## src/e1ai_pkg.sv

```systemverilog
// constants for the e1 framer alarm and interrupt block
package e1ai_pkg;
  // wishbone geometry
  localparam int unsigned ADR_W = 12;
  localparam int unsigned DAT_W = 32;
  localparam int unsigned REG_W = 8;
  localparam int unsigned IDX_W = 10;
  // register indices; byte address is four times the index
  localparam logic [IDX_W-1:0] IDX_FRM_EN   = 10'h032;
  localparam logic [IDX_W-1:0] IDX_MNT_EN   = 10'h033;
  localparam logic [IDX_W-1:0] IDX_FRM_IND  = 10'h034;
  localparam logic [IDX_W-1:0] IDX_MNT_IND  = 10'h035;
  localparam logic [IDX_W-1:0] IDX_FRM_STAT = 10'h036;
  localparam logic [IDX_W-1:0] IDX_MNT_STAT = 10'h037;
  // reset values
  localparam logic [REG_W-1:0] RST_FRM_EN = 8'h02;
  localparam logic [REG_W-1:0] RST_MNT_EN = 8'h00;
  localparam logic [REG_W-1:0] RST_ZERO   = 8'h00;
  // maintenance register: live bits 7,6,5,3,2; bit 4 reserved
  localparam logic [REG_W-1:0] MNT_LIVE_MASK = 8'hEC;
  // framing register: live-change bits 7..4, event bits 3..0
  localparam int unsigned FRM_LIVE_LO = 4;
  localparam int unsigned FRM_LIVE_N  = 4;
  localparam int unsigned MNT_FEBE    = 1;
  localparam int unsigned MNT_CRC     = 0;
  localparam logic [DAT_W-1:0] DAT_ZERO = 32'h0000_0000;
endpackage

```

## src/e1ai_alarm_irq.sv

```systemverilog
// e1 receive framer alarm status, change indications and interrupt gating
`timescale 1ns/1ps
`default_nettype none
module e1ai_alarm_irq (
  // clock and reset
  input  wire logic                        sys_clk,
  input  wire logic                        rst_n,
  // classic wishbone slave
  input  wire logic                        wb_cyc_i,
  input  wire logic                        wb_stb_i,
  input  wire logic                        wb_we_i,
  input  wire logic [e1ai_pkg::ADR_W-1:0]  wb_adr_i,
  input  wire logic [3:0]                  wb_sel_i,
  input  wire logic [e1ai_pkg::DAT_W-1:0]  wb_dat_i,
  output logic      [e1ai_pkg::DAT_W-1:0]  wb_dat_o,
  output logic                             wb_ack_o,
  // live state from the receive frame processor
  input  wire logic                        interwork_active,
  input  wire logic                        frame_unsynced,
  input  wire logic                        sig_mf_unsynced,
  input  wire logic                        crc_mf_unsynced,
  input  wire logic                        offline_framer_unsynced,
  input  wire logic                        alarm_and_block_err_10ms,
  input  wire logic                        sustained_block_err,
  input  wire logic                        link_id_received,
  input  wire logic                        remote_alarm_state,
  input  wire logic                        mf_remote_alarm_state,
  input  wire logic                        ais_detect_state,
  input  wire logic                        red_alarm_state,
  input  wire logic                        ais_persist_state,
  // one-cycle event pulses from the receive frame processor
  input  wire logic                        align_move,
  input  wire logic                        frame_pattern_err,
  input  wire logic                        sig_mf_pattern_err,
  input  wire logic                        crc_mf_pattern_err,
  input  wire logic                        far_block_err,
  input  wire logic                        crc_mismatch,
  // shared interrupt
  output logic                             irq_n
);

  localparam int unsigned RW = e1ai_pkg::REG_W;

  function automatic logic hit(input logic [e1ai_pkg::IDX_W-1:0] idx,
                               input logic [e1ai_pkg::IDX_W-1:0] reg_idx);
    hit = (idx == reg_idx);
  endfunction

  logic [RW-1:0] frmEn_q;
  logic [RW-1:0] mntEn_q;
  logic [RW-1:0] frmInd_q;
  logic [RW-1:0] frmInd_d;
  logic [RW-1:0] mntInd_q;
  logic [RW-1:0] mntInd_d;
  logic [RW-1:0] frmLive;
  logic [RW-1:0] mntLive;
  logic [RW-1:0] frmLive_q;
  logic [RW-1:0] mntLive_q;
  logic [RW-1:0] frmSet;
  logic [RW-1:0] mntSet;
  logic [RW-1:0] rdMux;
  logic          primed_q;
  logic          ack_q;
  logic          irqN_q;
  logic [e1ai_pkg::DAT_W-1:0] dat_q;
  logic [e1ai_pkg::IDX_W-1:0] idx;
  logic          access;
  logic          wrLane0;
  logic          rdFrmInd;
  logic          rdMntInd;

  assign idx      = wb_adr_i[e1ai_pkg::ADR_W-1:2];
  assign access   = wb_cyc_i & wb_stb_i & ~ack_q;
  assign wrLane0  = access & wb_we_i & wb_sel_i[0];
  assign rdFrmInd = access & ~wb_we_i & hit(idx, e1ai_pkg::IDX_FRM_IND);
  assign rdMntInd = access & ~wb_we_i & hit(idx, e1ai_pkg::IDX_MNT_IND);

  // live status bits as software sees them
  assign frmLive = {interwork_active,
                    frame_unsynced,
                    sig_mf_unsynced,
                    crc_mf_unsynced,
                    offline_framer_unsynced,
                    alarm_and_block_err_10ms,
                    sustained_block_err,
                    link_id_received};
  assign mntLive = {remote_alarm_state, mf_remote_alarm_state, ais_detect_state, 1'b0,
                    red_alarm_state, ais_persist_state, 2'b00};

  // last seen live state; the first cycle after reset only loads it, so a
  // status that is already asserted at reset does not post a false change
  always_ff @(posedge sys_clk or negedge rst_n) begin
    if (!rst_n) begin
      frmLive_q <= e1ai_pkg::RST_ZERO;
      mntLive_q <= e1ai_pkg::RST_ZERO;
      primed_q  <= 1'b0;
    end else begin
      frmLive_q <= frmLive;
      mntLive_q <= mntLive;
      primed_q  <= 1'b1;
    end
  end

  // set sources for both indication registers
  generate
    for (genvar i = 0; i < e1ai_pkg::FRM_LIVE_N; i++) begin : g_frm_chg
      assign frmSet[e1ai_pkg::FRM_LIVE_LO+i] = primed_q &
        (frmLive[e1ai_pkg::FRM_LIVE_LO+i] ^ frmLive_q[e1ai_pkg::FRM_LIVE_LO+i]);
    end
  endgenerate
  assign frmSet[e1ai_pkg::FRM_LIVE_LO-1:0] = {align_move,
                                              frame_pattern_err,
                                              sig_mf_pattern_err,
                                              crc_mf_pattern_err};

  always_comb begin
    mntSet = {RW{primed_q}} & (mntLive ^ mntLive_q) & e1ai_pkg::MNT_LIVE_MASK;
    mntSet[e1ai_pkg::MNT_FEBE] = far_block_err;
    mntSet[e1ai_pkg::MNT_CRC]  = crc_mismatch;
  end

  // clear on read, but an event in the reading cycle survives the clear
  always_comb begin
    frmInd_d = (frmInd_q & ~{RW{rdFrmInd}}) | frmSet;
    mntInd_d = (mntInd_q & ~{RW{rdMntInd}}) | mntSet;
  end

  always_ff @(posedge sys_clk or negedge rst_n) begin
    if (!rst_n) begin
      frmInd_q <= e1ai_pkg::RST_ZERO;
      mntInd_q <= e1ai_pkg::RST_ZERO;
    end else begin
      frmInd_q <= frmInd_d;
      mntInd_q <= mntInd_d;
    end
  end

  // enable registers
  always_ff @(posedge sys_clk or negedge rst_n) begin
    if (!rst_n) begin
      frmEn_q <= e1ai_pkg::RST_FRM_EN;
      mntEn_q <= e1ai_pkg::RST_MNT_EN;
    end else begin
      if (wrLane0 && hit(idx, e1ai_pkg::IDX_FRM_EN)) begin
        frmEn_q <= wb_dat_i[RW-1:0];
      end
      if (wrLane0 && hit(idx, e1ai_pkg::IDX_MNT_EN)) begin
        mntEn_q <= wb_dat_i[RW-1:0] & (e1ai_pkg::MNT_LIVE_MASK |
                   RW'(1 << e1ai_pkg::MNT_FEBE) | RW'(1 << e1ai_pkg::MNT_CRC));
      end
    end
  end

  // read data mux; unmapped words read zero and still get an ack
  always_comb begin
    rdMux = e1ai_pkg::RST_ZERO;
    if (hit(idx, e1ai_pkg::IDX_FRM_EN)) begin
      rdMux = frmEn_q;
    end else if (hit(idx, e1ai_pkg::IDX_MNT_EN)) begin
      rdMux = mntEn_q;
    end else if (hit(idx, e1ai_pkg::IDX_FRM_IND)) begin
      rdMux = frmInd_q;
    end else if (hit(idx, e1ai_pkg::IDX_MNT_IND)) begin
      rdMux = mntInd_q;
    end else if (hit(idx, e1ai_pkg::IDX_FRM_STAT)) begin
      rdMux = frmLive_q;
    end else if (hit(idx, e1ai_pkg::IDX_MNT_STAT)) begin
      rdMux = mntLive_q;
    end
  end

  // one wait state: ack and data both come from flops
  always_ff @(posedge sys_clk or negedge rst_n) begin
    if (!rst_n) begin
      ack_q <= 1'b0;
      dat_q <= e1ai_pkg::DAT_ZERO;
    end else begin
      ack_q <= access;
      if (access && !wb_we_i) begin
        dat_q <= {{(e1ai_pkg::DAT_W-RW){1'b0}}, rdMux};
      end
    end
  end

  // interrupt gating; a flag set this cycle shows on irq_n one edge later
  always_ff @(posedge sys_clk or negedge rst_n) begin
    if (!rst_n) begin
      irqN_q <= 1'b1;
    end else begin
      irqN_q <= ~(|(frmInd_q & frmEn_q) | |(mntInd_q & mntEn_q));
    end
  end

  assign wb_ack_o = ack_q;
  assign wb_dat_o = dat_q;
  assign irq_n    = irqN_q;

endmodule
`default_nettype wire

```

## config.mk

```make
export PLATFORM = sky130hd
export DESIGN_NAME = e1ai_alarm_irq
export DESIGN_NICKNAME = d
export VERILOG_FILES = /design/src/e1ai_pkg.sv /design/src/e1ai_alarm_irq.sv
export SDC_FILE = /design/constraint.sdc
export NUM_CORES = 1
export LEC_CHECK = 0
export ABC_AREA = 0
export BUFFER_PORTS_ARGS = -buffer_cell sky130_fd_sc_hd__buf_2
export CAP_MARGIN = 20
export CORE_MARGIN = 2
export CORE_UTILIZATION = 52
export CTS_BUF_LIST = sky130_fd_sc_hd__clkbuf_8 sky130_fd_sc_hd__clkbuf_16
export DETAILED_ROUTE_END_ITERATION = 7
export PLACE_DENSITY = 0.93
export SETUP_SLACK_MARGIN = 0.2
export SYNTH_ARGS = -nofsm -noshare
export SYNTH_HDL_FRONTEND = slang
export SYNTH_SLANG_ARGS = --single-unit
```

## constraint.sdc

```tcl
create_clock -name sys_clk -period 4.8 [get_ports sys_clk]
set_input_delay 0.24 -clock sys_clk [delete_from_list [all_inputs] [get_ports sys_clk]]
set_output_delay 0.24 -clock sys_clk [all_outputs]
set_load 0.05 [all_outputs]
```

==> results.sh, run 1 <==
export IMPL_postSynthCellCount=207
export IMPL_skew_ns=0.002471
export IMPL_grt_pass1_wl_um=8825
export IMPL_cts_hold_fix_buffers=0
export IMPL_synthArstFlopShare_pct=100.0
export IMPL_gr_total_overflow=0
export IMPL_finalCriticalPeriod_ns=1.936
export IMPL_yosys_top_cells_count="dfrtp_1, buf_4, mux2_2"
export IMPL_antenna_found_initial=0
export IMPL_htreeDepth=2
export IMPL_critical_path_max_stage_delay_ns=0.47
export IMPL_yosys_area_top_type="dfrtp_1"
export IMPL_fin_crit_sh_pct=40.34
export IMPL_syn2layout_area_growth_pct=12.44
export IMPL_reg2reg_slack_ns=2.86
export IMPL_fillers=401
export IMPL_num_rows=25
export IMPL_n_antenna_cell=0
export IMPL_grt_max_degree=56
export IMPL_multi_input_area_um2=1066
export IMPL_powerDensity_nw_per_um2=325.8
export IMPL_drcViolationCount=0
export IMPL_die_h_um=74.78
export IMPL_dp_hpwl_um=4151
export IMPL_die_area_um2=5592
export IMPL_worst_pin_slew_ns=0.6557
export IMPL_drt_wirelength_per_cell_um=16.90
export IMPL_cts_resized=0
export IMPL_path_cells="nor4bb_1 > buf_4 > nand4_4 > or3_1 > a22o_1"
export IMPL_yosysWarnings=0
export IMPL_start_util_pct=54.43
export IMPL_synth_seq_area_share_pct=52.93
export IMPL_yosys_top_cells_area="dfrtp_1, buf_4, mux2_2, mux4_2, a22o_1"
export IMPL_worstSkewPairLatency_ns=0.31
export IMPL_grt_util_all_layers_pct=21.69
export IMPL_yosys_most_used_dff="dfrtp_1"
export IMPL_place_ws_ns=2.750
export IMPL_rsz0062_at_grt="false"
export IMPL_synth_avg_cell_area_um2=12.58
export IMPL_syn_cell_area_um2=2605
export IMPL_critPathSlowestCell="or3_1"
export IMPL_synth_seq_cells=55
export IMPL_drv_slew=0
export IMPL_cp_data_required_time_ns=5.01
export IMPL_drive_gt1_share_pct=32.05
export IMPL_regArea_um2=1379
export IMPL_slew_headroom_pct=56.29
export IMPL_clkSinkCount=55
export IMPL_cp_num_buf_inv=1
export IMPL_die_w_um=74.78
export IMPL_synth_cell_type_count=40
export IMPL_io_pins=106
export IMPL_hold_viol=0
export IMPL_crit_fanout=10
export IMPL_vias_per_cell=5.482
export IMPL_clkTransAtPathRegs_ns=0.09
export IMPL_worst_ir_drop_vdd_uv=256.5
export IMPL_setup_tns_ns=0
export IMPL_port_buffers=52
export IMPL_antenna_left=0
export IMPL_firstDrtPassIters=4
export IMPL_final_setup_worst_slack_ns=2.864
export IMPL_clockRootBuffer="clkbuf_8"
export IMPL_yosysMostFrequentCell="dfrtp_1"
export IMPL_fmax_mhz=516.5
export IMPL_worst_setup_path_end_kind="register"
export IMPL_critPathTopFamily="simple AND/OR/NAND/NOR gates"
export IMPL_crit_arrival_ns=2.14
export IMPL_status="finished clean"
export IMPL_leakage_nw=1.358
export IMPL_synth_edf_count=0
export IMPL_hold_path_class="primary input to register"
export IMPL_cts_buffer_depth=2
export IMPL_dr_first_iter_drc_count=184
export IMPL_setup_viol=0
export IMPL_first_global_vias=1798
export IMPL_maxCapViolations=0
export IMPL_numCtsBuffers=5
export IMPL_path_class="register to register"
export IMPL_nets=330
export IMPL_post_cts_buffers=0
export IMPL_wl_um=5511
export IMPL_yosysTopAreaCellShare_pct=50.91
export IMPL_core_area_um2=4786
export IMPL_cts_tree="built"
export IMPL_routabilityCongestion=0.8573
export IMPL_cp_start_kind="register"
export IMPL_vias=1787
-- metrics by stage --
step | std cells | area, um^2 | hold WS (ns) | utilization [%] | power, W
global route | 326 | 2929 | 0.01856 | 61.20 | 0.0009938
detailed placement | 318 | 2811 | 0.3517 | 58.75 | 0.0006487
global placement | 318 | 2811 | 0.3482 | 58.75 | 0.0006442
floorplan | 230 | 2691 | -0.05559 | - | 0.0006148
finish | 326 | 2929 | 0.02634 | 61.20 | 0.0009544
CTS | 326 | 2929 | 0.02711 | 61.20 | 0.0009558
-- routing by layer --
layer	global-route usage (%)	part of all wire [%]	up-vias
met5	0	0	-
met4	7.738	1.5	0
met3	5.221	6.8	9
met2	36.28	50	87
met1	27.82	41	886
li1	-	-	805
-- logic make-up (layout without fill, tap and decap cells) --
group	after synthesis	after routing	share of synthesized area, %
AND/OR/NAND/NOR	40	40	10.47
buffers and inverters	35	64	9.462
AO/OA/AOI/OAI	44	44	12.15
XOR/XNOR	9	9	3.026
flip-flops	55	55	52.93
other	2	25	0.2883
multiplexers	22	22	11.67
-- worst register-to-register path, stage by stage, from the launching register on --
cell	delay [ns]
dfrtp_1	0.39
nor4bb_1	0.29
buf_4	0.24
nand4_4	0.14
or3_1	0.47
a22o_1	0.29
-- path summary, 6_finish.rpt --
| path | startpoint | endpoint | depth (start not counted) |
|---|---|---|---|
| worst max-delay path | wb_ack_o$_DFF_PN0_ | mntInd_q[7]$_DFF_PN0_ | 5 |
| worst min-delay path | alarm_and_block_err_10ms | frmLive_q[2]$_DFF_PN0_ | 1 |
| worst max register to register | wb_ack_o$_DFF_PN0_ | mntInd_q[7]$_DFF_PN0_ | 5 |
| worst min register to register | frmInd_q[0]$_DFF_PN0_ | frmInd_q[0]$_DFF_PN0_ | 1 |
| max in group asynchronous | rst_n | frmLive_q[6]$_DFF_PN0_ | 2 |
| min in group asynchronous | rst_n | mntInd_q[0]$_DFF_PN0_ | 2 |
-- cell usage in the layout (no fill, tap or decap), types with 6 or more instances in the layout --
cell       n
a21o_1     6
a21oi_1    8
a22o_1     9
a22oi_1    6
buf_2     52
clkbuf_8   6
conb_1    25
dfrtp_1   53
mux2_1     7
mux2_2    10
nand2_1    7
nand2b_1   8
xor2_1     9
-- report_power, final --
part	switching [W]	internal, W
logic	0.000114	0.0000382
registers	0.00000943	0.000478
clock network	0.000146	0.000169
-- layout make-up --
| type | count | area share, % |
|---|---|---|
| Clock buffer | 6 | 2.819 |
| Multi-Input combinational cell | 140 | 36.39 |
| Sequential cell | 55 | 47.07 |
| Inverter | 2 | 0.2563 |
| Tap cell | 67 | 2.862 |
| Timing Repair Buffer | 54 | 9.398 |
| Clock inverter | 2 | 1.196 |
-- sequential cells by signal (all words and copies together), names as in the netlist --
signal / cells
frmEn_q: 8
frmInd_q: 8
frmLive_q: 8
mntLive_q: 5
wb_ack_o: 1
mntInd_q: 8
primed_q: 1
irq_n: 1
wb_dat_o: 8
mntEn_q: 7
Note: power is estimated with default switching activity, not from simulation.
==> inputs of run 2 (changes only) <==
Settings changed: CORE_UTILIZATION 52 to 43, PLACE_DENSITY 0.93 to 0.83.
Clock period 4.8 ns to 1.7 ns, I/O delays scaled along.
==> results.sh, run 2 (same netlist as run 1, synthesis figures left out) <==
export IMPL_status="finished with violations"
export IMPL_violations="setup timing"
export IMPL_pwr_share_clk_pct=27.2
export IMPL_sw_frac_of_total_pct=30.16
export IMPL_powerDensity_nw_per_um2=768.3
export IMPL_firstDrtPassIters=5
export IMPL_crit_path_frequent_cell="buf_4"
export IMPL_setup_viol=19
export IMPL_grt_util_all_layers_pct=19.91
export IMPL_power_frac_comb_pct=19.1
export IMPL_critPathTopFamily="simple AND/OR/NAND/NOR gates"
export IMPL_gr_total_overflow=0
export IMPL_wl_met3_um=443
export IMPL_hold_viol=0
export IMPL_cts_tree="built"
export IMPL_post_route_cell_area_um2=3344
export IMPL_dp_hpwl_um=4200
export IMPL_cp_start_kind="register"
export IMPL_path_class="register to register"
export IMPL_dr_first_iter_drc_count=185
export IMPL_fmax_mhz=572.7
export IMPL_internal_power_w=0.001795
export IMPL_crit_fanout=3
export IMPL_grt_pass1_wl_um=9922
export IMPL_num_rows=28
export IMPL_final_setup_worst_slack_ns=-0.04605
export IMPL_drv_slew=0
export IMPL_nets=364
export IMPL_core_area_um2=5886
export IMPL_mostFrequentLayoutCells="dfrtp_1, buf_2, conb_1, dlygate4sd3_1, mux2_4"
export IMPL_critPathSlowestCell="dfrtp_2"
export IMPL_syn2layout_area_growth_pct=28.39
export IMPL_path_cells="buf_4 > and3b_2 > and3_4 > nand4_1 > buf_4 > mux2_4"
export IMPL_antenna_found_initial=0
export IMPL_grt_max_degree=56
export IMPL_skew_ns=0.01208
export IMPL_dp_cells=336
export IMPL_clkSinkCount=55
export IMPL_place_area_um2=2917
export IMPL_io_pins=106
export IMPL_place_ws_ns=-0.1457
export IMPL_drcViolationCount=0
export IMPL_rsz0062_at_grt="true"
export IMPL_wl_um=5993
export IMPL_wl_met2_um=3148
export IMPL_drt_wirelength_per_cell_um=16.29
export IMPL_maxCapViolations=0
export IMPL_first_global_vias=2010
export IMPL_vias=1937
export IMPL_die_h_um=81.84
export IMPL_leakage_nw=1.535
export IMPL_drive_gt1_share_pct=38.23
export IMPL_worst_ir_drop_vdd_uv=591.7
export IMPL_vias_per_cell=5.264
export IMPL_n_antenna_cell=0
export IMPL_start_util_pct=44.26
export IMPL_worst_setup_path_end_kind="register"
export IMPL_crit_arrival_ns=1.95
export IMPL_post_route_util_pct=56.82
export IMPL_met1_length_um=2281
export IMPL_top_layer_used="met4"
export IMPL_clockRootBuffer="clkbuf_8"
export IMPL_die_area_um2=6697
export IMPL_numCtsBuffers=5
export IMPL_clkTransAtPathRegs_ns=0.10
export IMPL_routabilityCongestion=0.8391
export IMPL_critical_path_max_stage_delay_ns=0.43
export IMPL_fin_cells=368
export IMPL_pwr_share_seq_pct=53.7
export IMPL_setup_tns_ns=-0.4708
export IMPL_cp_num_buf_inv=2
export IMPL_p_switching_w=0.0007750
export IMPL_worstSkewPairLatency_ns=0.31
export IMPL_die_w_um=81.84
export IMPL_port_buffers=52
export IMPL_finalCriticalPeriod_ns=1.746
export IMPL_htreeDepth=2
export IMPL_cts_buffer_depth=2
export IMPL_hold_path_class="primary input to register"
export IMPL_antenna_left=0
export IMPL_fin_crit_sh_pct=102.7
export IMPL_cp_data_required_time_ns=1.90
-- run 2: cell types whose count changed in the layout (fill, tap and decap cells not counted), sizes merged --
| cell | change |
|---|---|
| dlygate4sd3 | +20 |
| buf | +14 |
| bufinv | -1 |
| clkbuf | -1 |
| clkinv | +1 |
| inv | +1 |
-- run 2: area by class of cell --
type                    instances  area, um^2
fillers                       493        2541
flip-flops and latches         55        1380
multi-input cells             140        1169
repair buffers                 88       608.1
well taps                      75       93.84
clock buffers                   5       68.82
clock inverters                 3       17.52
inverters                       2       7.507
-- run 2: per-stage QoR --
step | hold WS (ns) | power, W
2_1_floorplan | -0.2106 | 0.001736
3_3_place_gp | 0.09695 | 0.001838
3_5_place_dp | 0.1034 | 0.001847
4_1_cts | 0.01267 | 0.002583
5_1_grt | 0.003153 | 0.002685
6_report | 0.01483 | 0.002570
-- run 2: final timing paths --
check                      depth (start not counted)  slack, ns                      end                    start
max                                                6      -0.05   frmEn_q[0]$_DFFE_PN0P_       wb_ack_o$_DFF_PN0_
min                                                2       0.01   frmEn_q[2]$_DFFE_PN0P_              wb_dat_i[2]
max reg2reg                                        6      -0.05   frmEn_q[0]$_DFFE_PN0P_       wb_ack_o$_DFF_PN0_
min reg2reg                                        2       0.52  wb_dat_o[1]$_DFFE_PN0N_  wb_dat_o[1]$_DFFE_PN0N_
max in group asynchronous                          3       1.11   frmEn_q[1]$_DFFE_PN1P_                    rst_n
min in group asynchronous                          3       0.29   frmLive_q[0]$_DFF_PN0_                    rst_n
-- run 2: repair_timing --
action | in CTS | in global routing
setup endpoints to repair | 37 | 39
gates resized for setup | 21 | 5
setup buffers | 2 | 2
hold buffers | 20 | 0
pin swaps | 17 | 2
hold endpoints to repair | 72 | 0
-- run 2: power by group through the flow --
stage	logic (W)	registers, W	clock network (W)
after floorplan	0.000253	0.00148	0
after global placement	0.000437	0.00140	0
after detailed placement	0.000443	0.00140	0
after CTS	0.000483	0.00138	0.000722
after global routing	0.000527	0.00139	0.000772
final	0.000490	0.00138	0.000700
-- run 2: metal layers --
metal / track usage, % / vias to the layer above
met1: 24.21 / 951
met4: 8.833 / 0
li1: - / 881
met3: 5.055 / 13
met5: 0 / -
met2: 33.41 / 92
-- run 2: worst reg2reg max path: cells and delay by family (launching register included) --
kind | cells | cell delay, ns
buf+inv | 2 | 0.34
flops | 1 | 0.43
mux | 1 | 0.29
simple gates | 3 | 0.57
==> inputs of run 3 (changes only) <==
Settings changed: BUFFER_PORTS_ARGS -buffer_cell sky130_fd_sc_hd__buf_2 to -buffer_cell sky130_fd_sc_hd__buf_4, CORE_UTILIZATION 43 to 48, PLACE_DENSITY 0.83 to 0.88.
Clock period 1.7 ns to 1.9 ns, I/O delays scaled along.
==> results.sh, run 3 (same netlist as run 1, synthesis figures left out) <==
export IMPL_start_util_pct=50.36
export IMPL_maxCapViolations=0
export IMPL_final_common_cell="buf_4"
export IMPL_path_class="register to register"
export IMPL_rsz0062_at_grt="true"
export IMPL_skew_ns=0.01512
export IMPL_cp_start_kind="register"
export IMPL_crit_arrival_ns=1.89
export IMPL_worst_setup_path_end_kind="register"
export IMPL_leakage_nw=1.502
export IMPL_critical_path_max_stage_delay_ns=0.42
export IMPL_num_rows=26
export IMPL_setup_tns_ns=0
export IMPL_gr_total_overflow=0
export IMPL_violations="hold timing"
export IMPL_hp_start="wb_dat_i[5]"
export IMPL_reg2reg_depth=5
export IMPL_syn2layout_area_growth_pct=26.66
export IMPL_critPathSlowestCell="dfrtp_2"
export IMPL_dr_first_iter_drc_count=188
export IMPL_core_area_um2=5172
export IMPL_grt_util_all_layers_pct=19.24
export IMPL_fillers=395
export IMPL_routabilityCongestion=0.8954
export IMPL_die_h_um=77.67
export IMPL_place_area_um2=2969
export IMPL_regArea_um2=1380
export IMPL_mostFrequentLayoutCells="buf_4, dfrtp_1, conb_1, dlygate4sd3_1, mux2_2"
export IMPL_io_pins=106
export IMPL_place_ws_ns=0.09961
export IMPL_drive_gt1_share_pct=32.52
export IMPL_crit_fanout=8
export IMPL_r2r_end="mntInd_q[5]$_DFF_PN0_"
export IMPL_first_global_vias=1870
export IMPL_hold_path_class="primary input to register"
export IMPL_fmax_mhz=592.0
export IMPL_worst_ir_drop_vdd_uv=442.7
export IMPL_fin_hold_ws_ns=-0.00001288
export IMPL_multi_input_area_um2=1077
export IMPL_clkSinkCount=55
export IMPL_min_path_cells=2
export IMPL_clockRootBuffer="clkbuf_8"
export IMPL_status="finished with violations"
export IMPL_cts_tree="built"
export IMPL_n_antenna_cell=0
export IMPL_vias_per_cell=5.306
export IMPL_vias=1889
export IMPL_port_buffers=52
export IMPL_setup_viol=0
export IMPL_die_w_um=77.67
export IMPL_worst_pin_slew_ns=0.6662
export IMPL_final_setup_worst_slack_ns=0.2109
export IMPL_antenna_found_initial=0
export IMPL_htreeDepth=2
export IMPL_firstDrtPassIters=4
export IMPL_fin_crit_sh_pct=88.90
export IMPL_drt_wirelength_per_cell_um=15.38
export IMPL_die_area_um2=6033
export IMPL_antenna_left=0
export IMPL_powerDensity_nw_per_um2=703.8
export IMPL_grt_pass1_wl_um=9004
export IMPL_reg2reg_slack_ns=0.21
export IMPL_drcViolationCount=0
export IMPL_slew_headroom_pct=55.59
export IMPL_cts_buffer_depth=2
export IMPL_wl_um=5476
export IMPL_hold_viol=1
export IMPL_worstSkewPairLatency_ns=0.31
export IMPL_clkTransAtPathRegs_ns=0.10
export IMPL_cp_data_required_time_ns=2.10
export IMPL_holdPathEnd="mntEn_q[5]$_DFFE_PN0P_"
export IMPL_grt_max_degree=56
export IMPL_rr_startpoint="wb_ack_o$_DFF_PN0_"
export IMPL_finalCriticalPeriod_ns=1.689
export IMPL_dp_hpwl_um=3943
export IMPL_numCtsBuffers=5
export IMPL_nets=357
export IMPL_post_route_cell_area_um2=3299
export IMPL_path_cells="nor4bb_1 > buf_4 > nand4_4 > or3_4 > a22o_1"
export IMPL_drv_slew=0
## run 3: through the flow
stage / instances / util [%] / power, W
after floorplan: 230 / - / 0.001553
after global placement: 324 / 57.40 / 0.001668
after detailed placement: 324 / 57.40 / 0.001675
after CTS: 354 / 63.50 / 0.002333
after global routing: 356 / 63.79 / 0.002418
final: 356 / 63.79 / 0.002322
## run 3: area by class of cell
type	instances	share of cell area (%)
multi-input cells	140	32.65
flip-flops and latches	55	41.83
well taps	70	2.655
inverters	2	0.2275
clock inverters	3	0.6068
repair buffers	81	19.95
clock buffers	5	2.086
## run 3: where the power goes
part           switching (W)  leakage (nW)  internal, W  total [W]
logic               0.000292         0.818     0.000161   0.000453
registers          0.0000237         0.638      0.00121    0.00123
clock network       0.000377        0.0460     0.000260   0.000637
total               0.000693          1.50      0.00163    0.00232
## run 3: timing repair
item                                    in CTS  in global routing
hold buffers                                20                  0
endpoints found under the hold margin       72                  0
pin swaps                                    6                  4
endpoints found under the setup margin      26                 19
resized for setup                            3                  0
buffers inserted                             2                  2
## run 3: worst max-delay path by stage
stage                       startpoint               endpoint  slack, ns  cells after the start
detailed placement  wb_ack_o$_DFF_PN0_  frmInd_q[5]$_DFF_PN0_        0.1                      5
global placement    wb_ack_o$_DFF_PN0_  frmInd_q[6]$_DFF_PN0_       0.13                      5
floorplan           wb_ack_o$_DFF_PN0_  frmInd_q[4]$_DFF_PN0_       0.03                      6
CTS                 wb_ack_o$_DFF_PN0_  frmInd_q[5]$_DFF_PN0_       0.15                      5
finish              wb_ack_o$_DFF_PN0_  mntInd_q[5]$_DFF_PN0_       0.21                      5
global route        wb_ack_o$_DFF_PN0_  mntInd_q[2]$_DFF_PN0_       0.17                      5
## run 3: critical path: cells and delay by family (launching register included)
kind,cells,cell delay [ns]
and+or+nand+nor,3,0.74
DFF,1,0.42
AOI/OAI and AO/OA,1,0.24
buffers and inverters,1,0.17
## run 3: layer usage
metal  vias up  GRT usage [%]  part of all wire, %
met5         -              0                    0
met4         0          9.464                  1.7
met3         9          3.605                  7.4
met2        93          31.29                   51
met1       916          24.71                   40
li1        871              -                    -
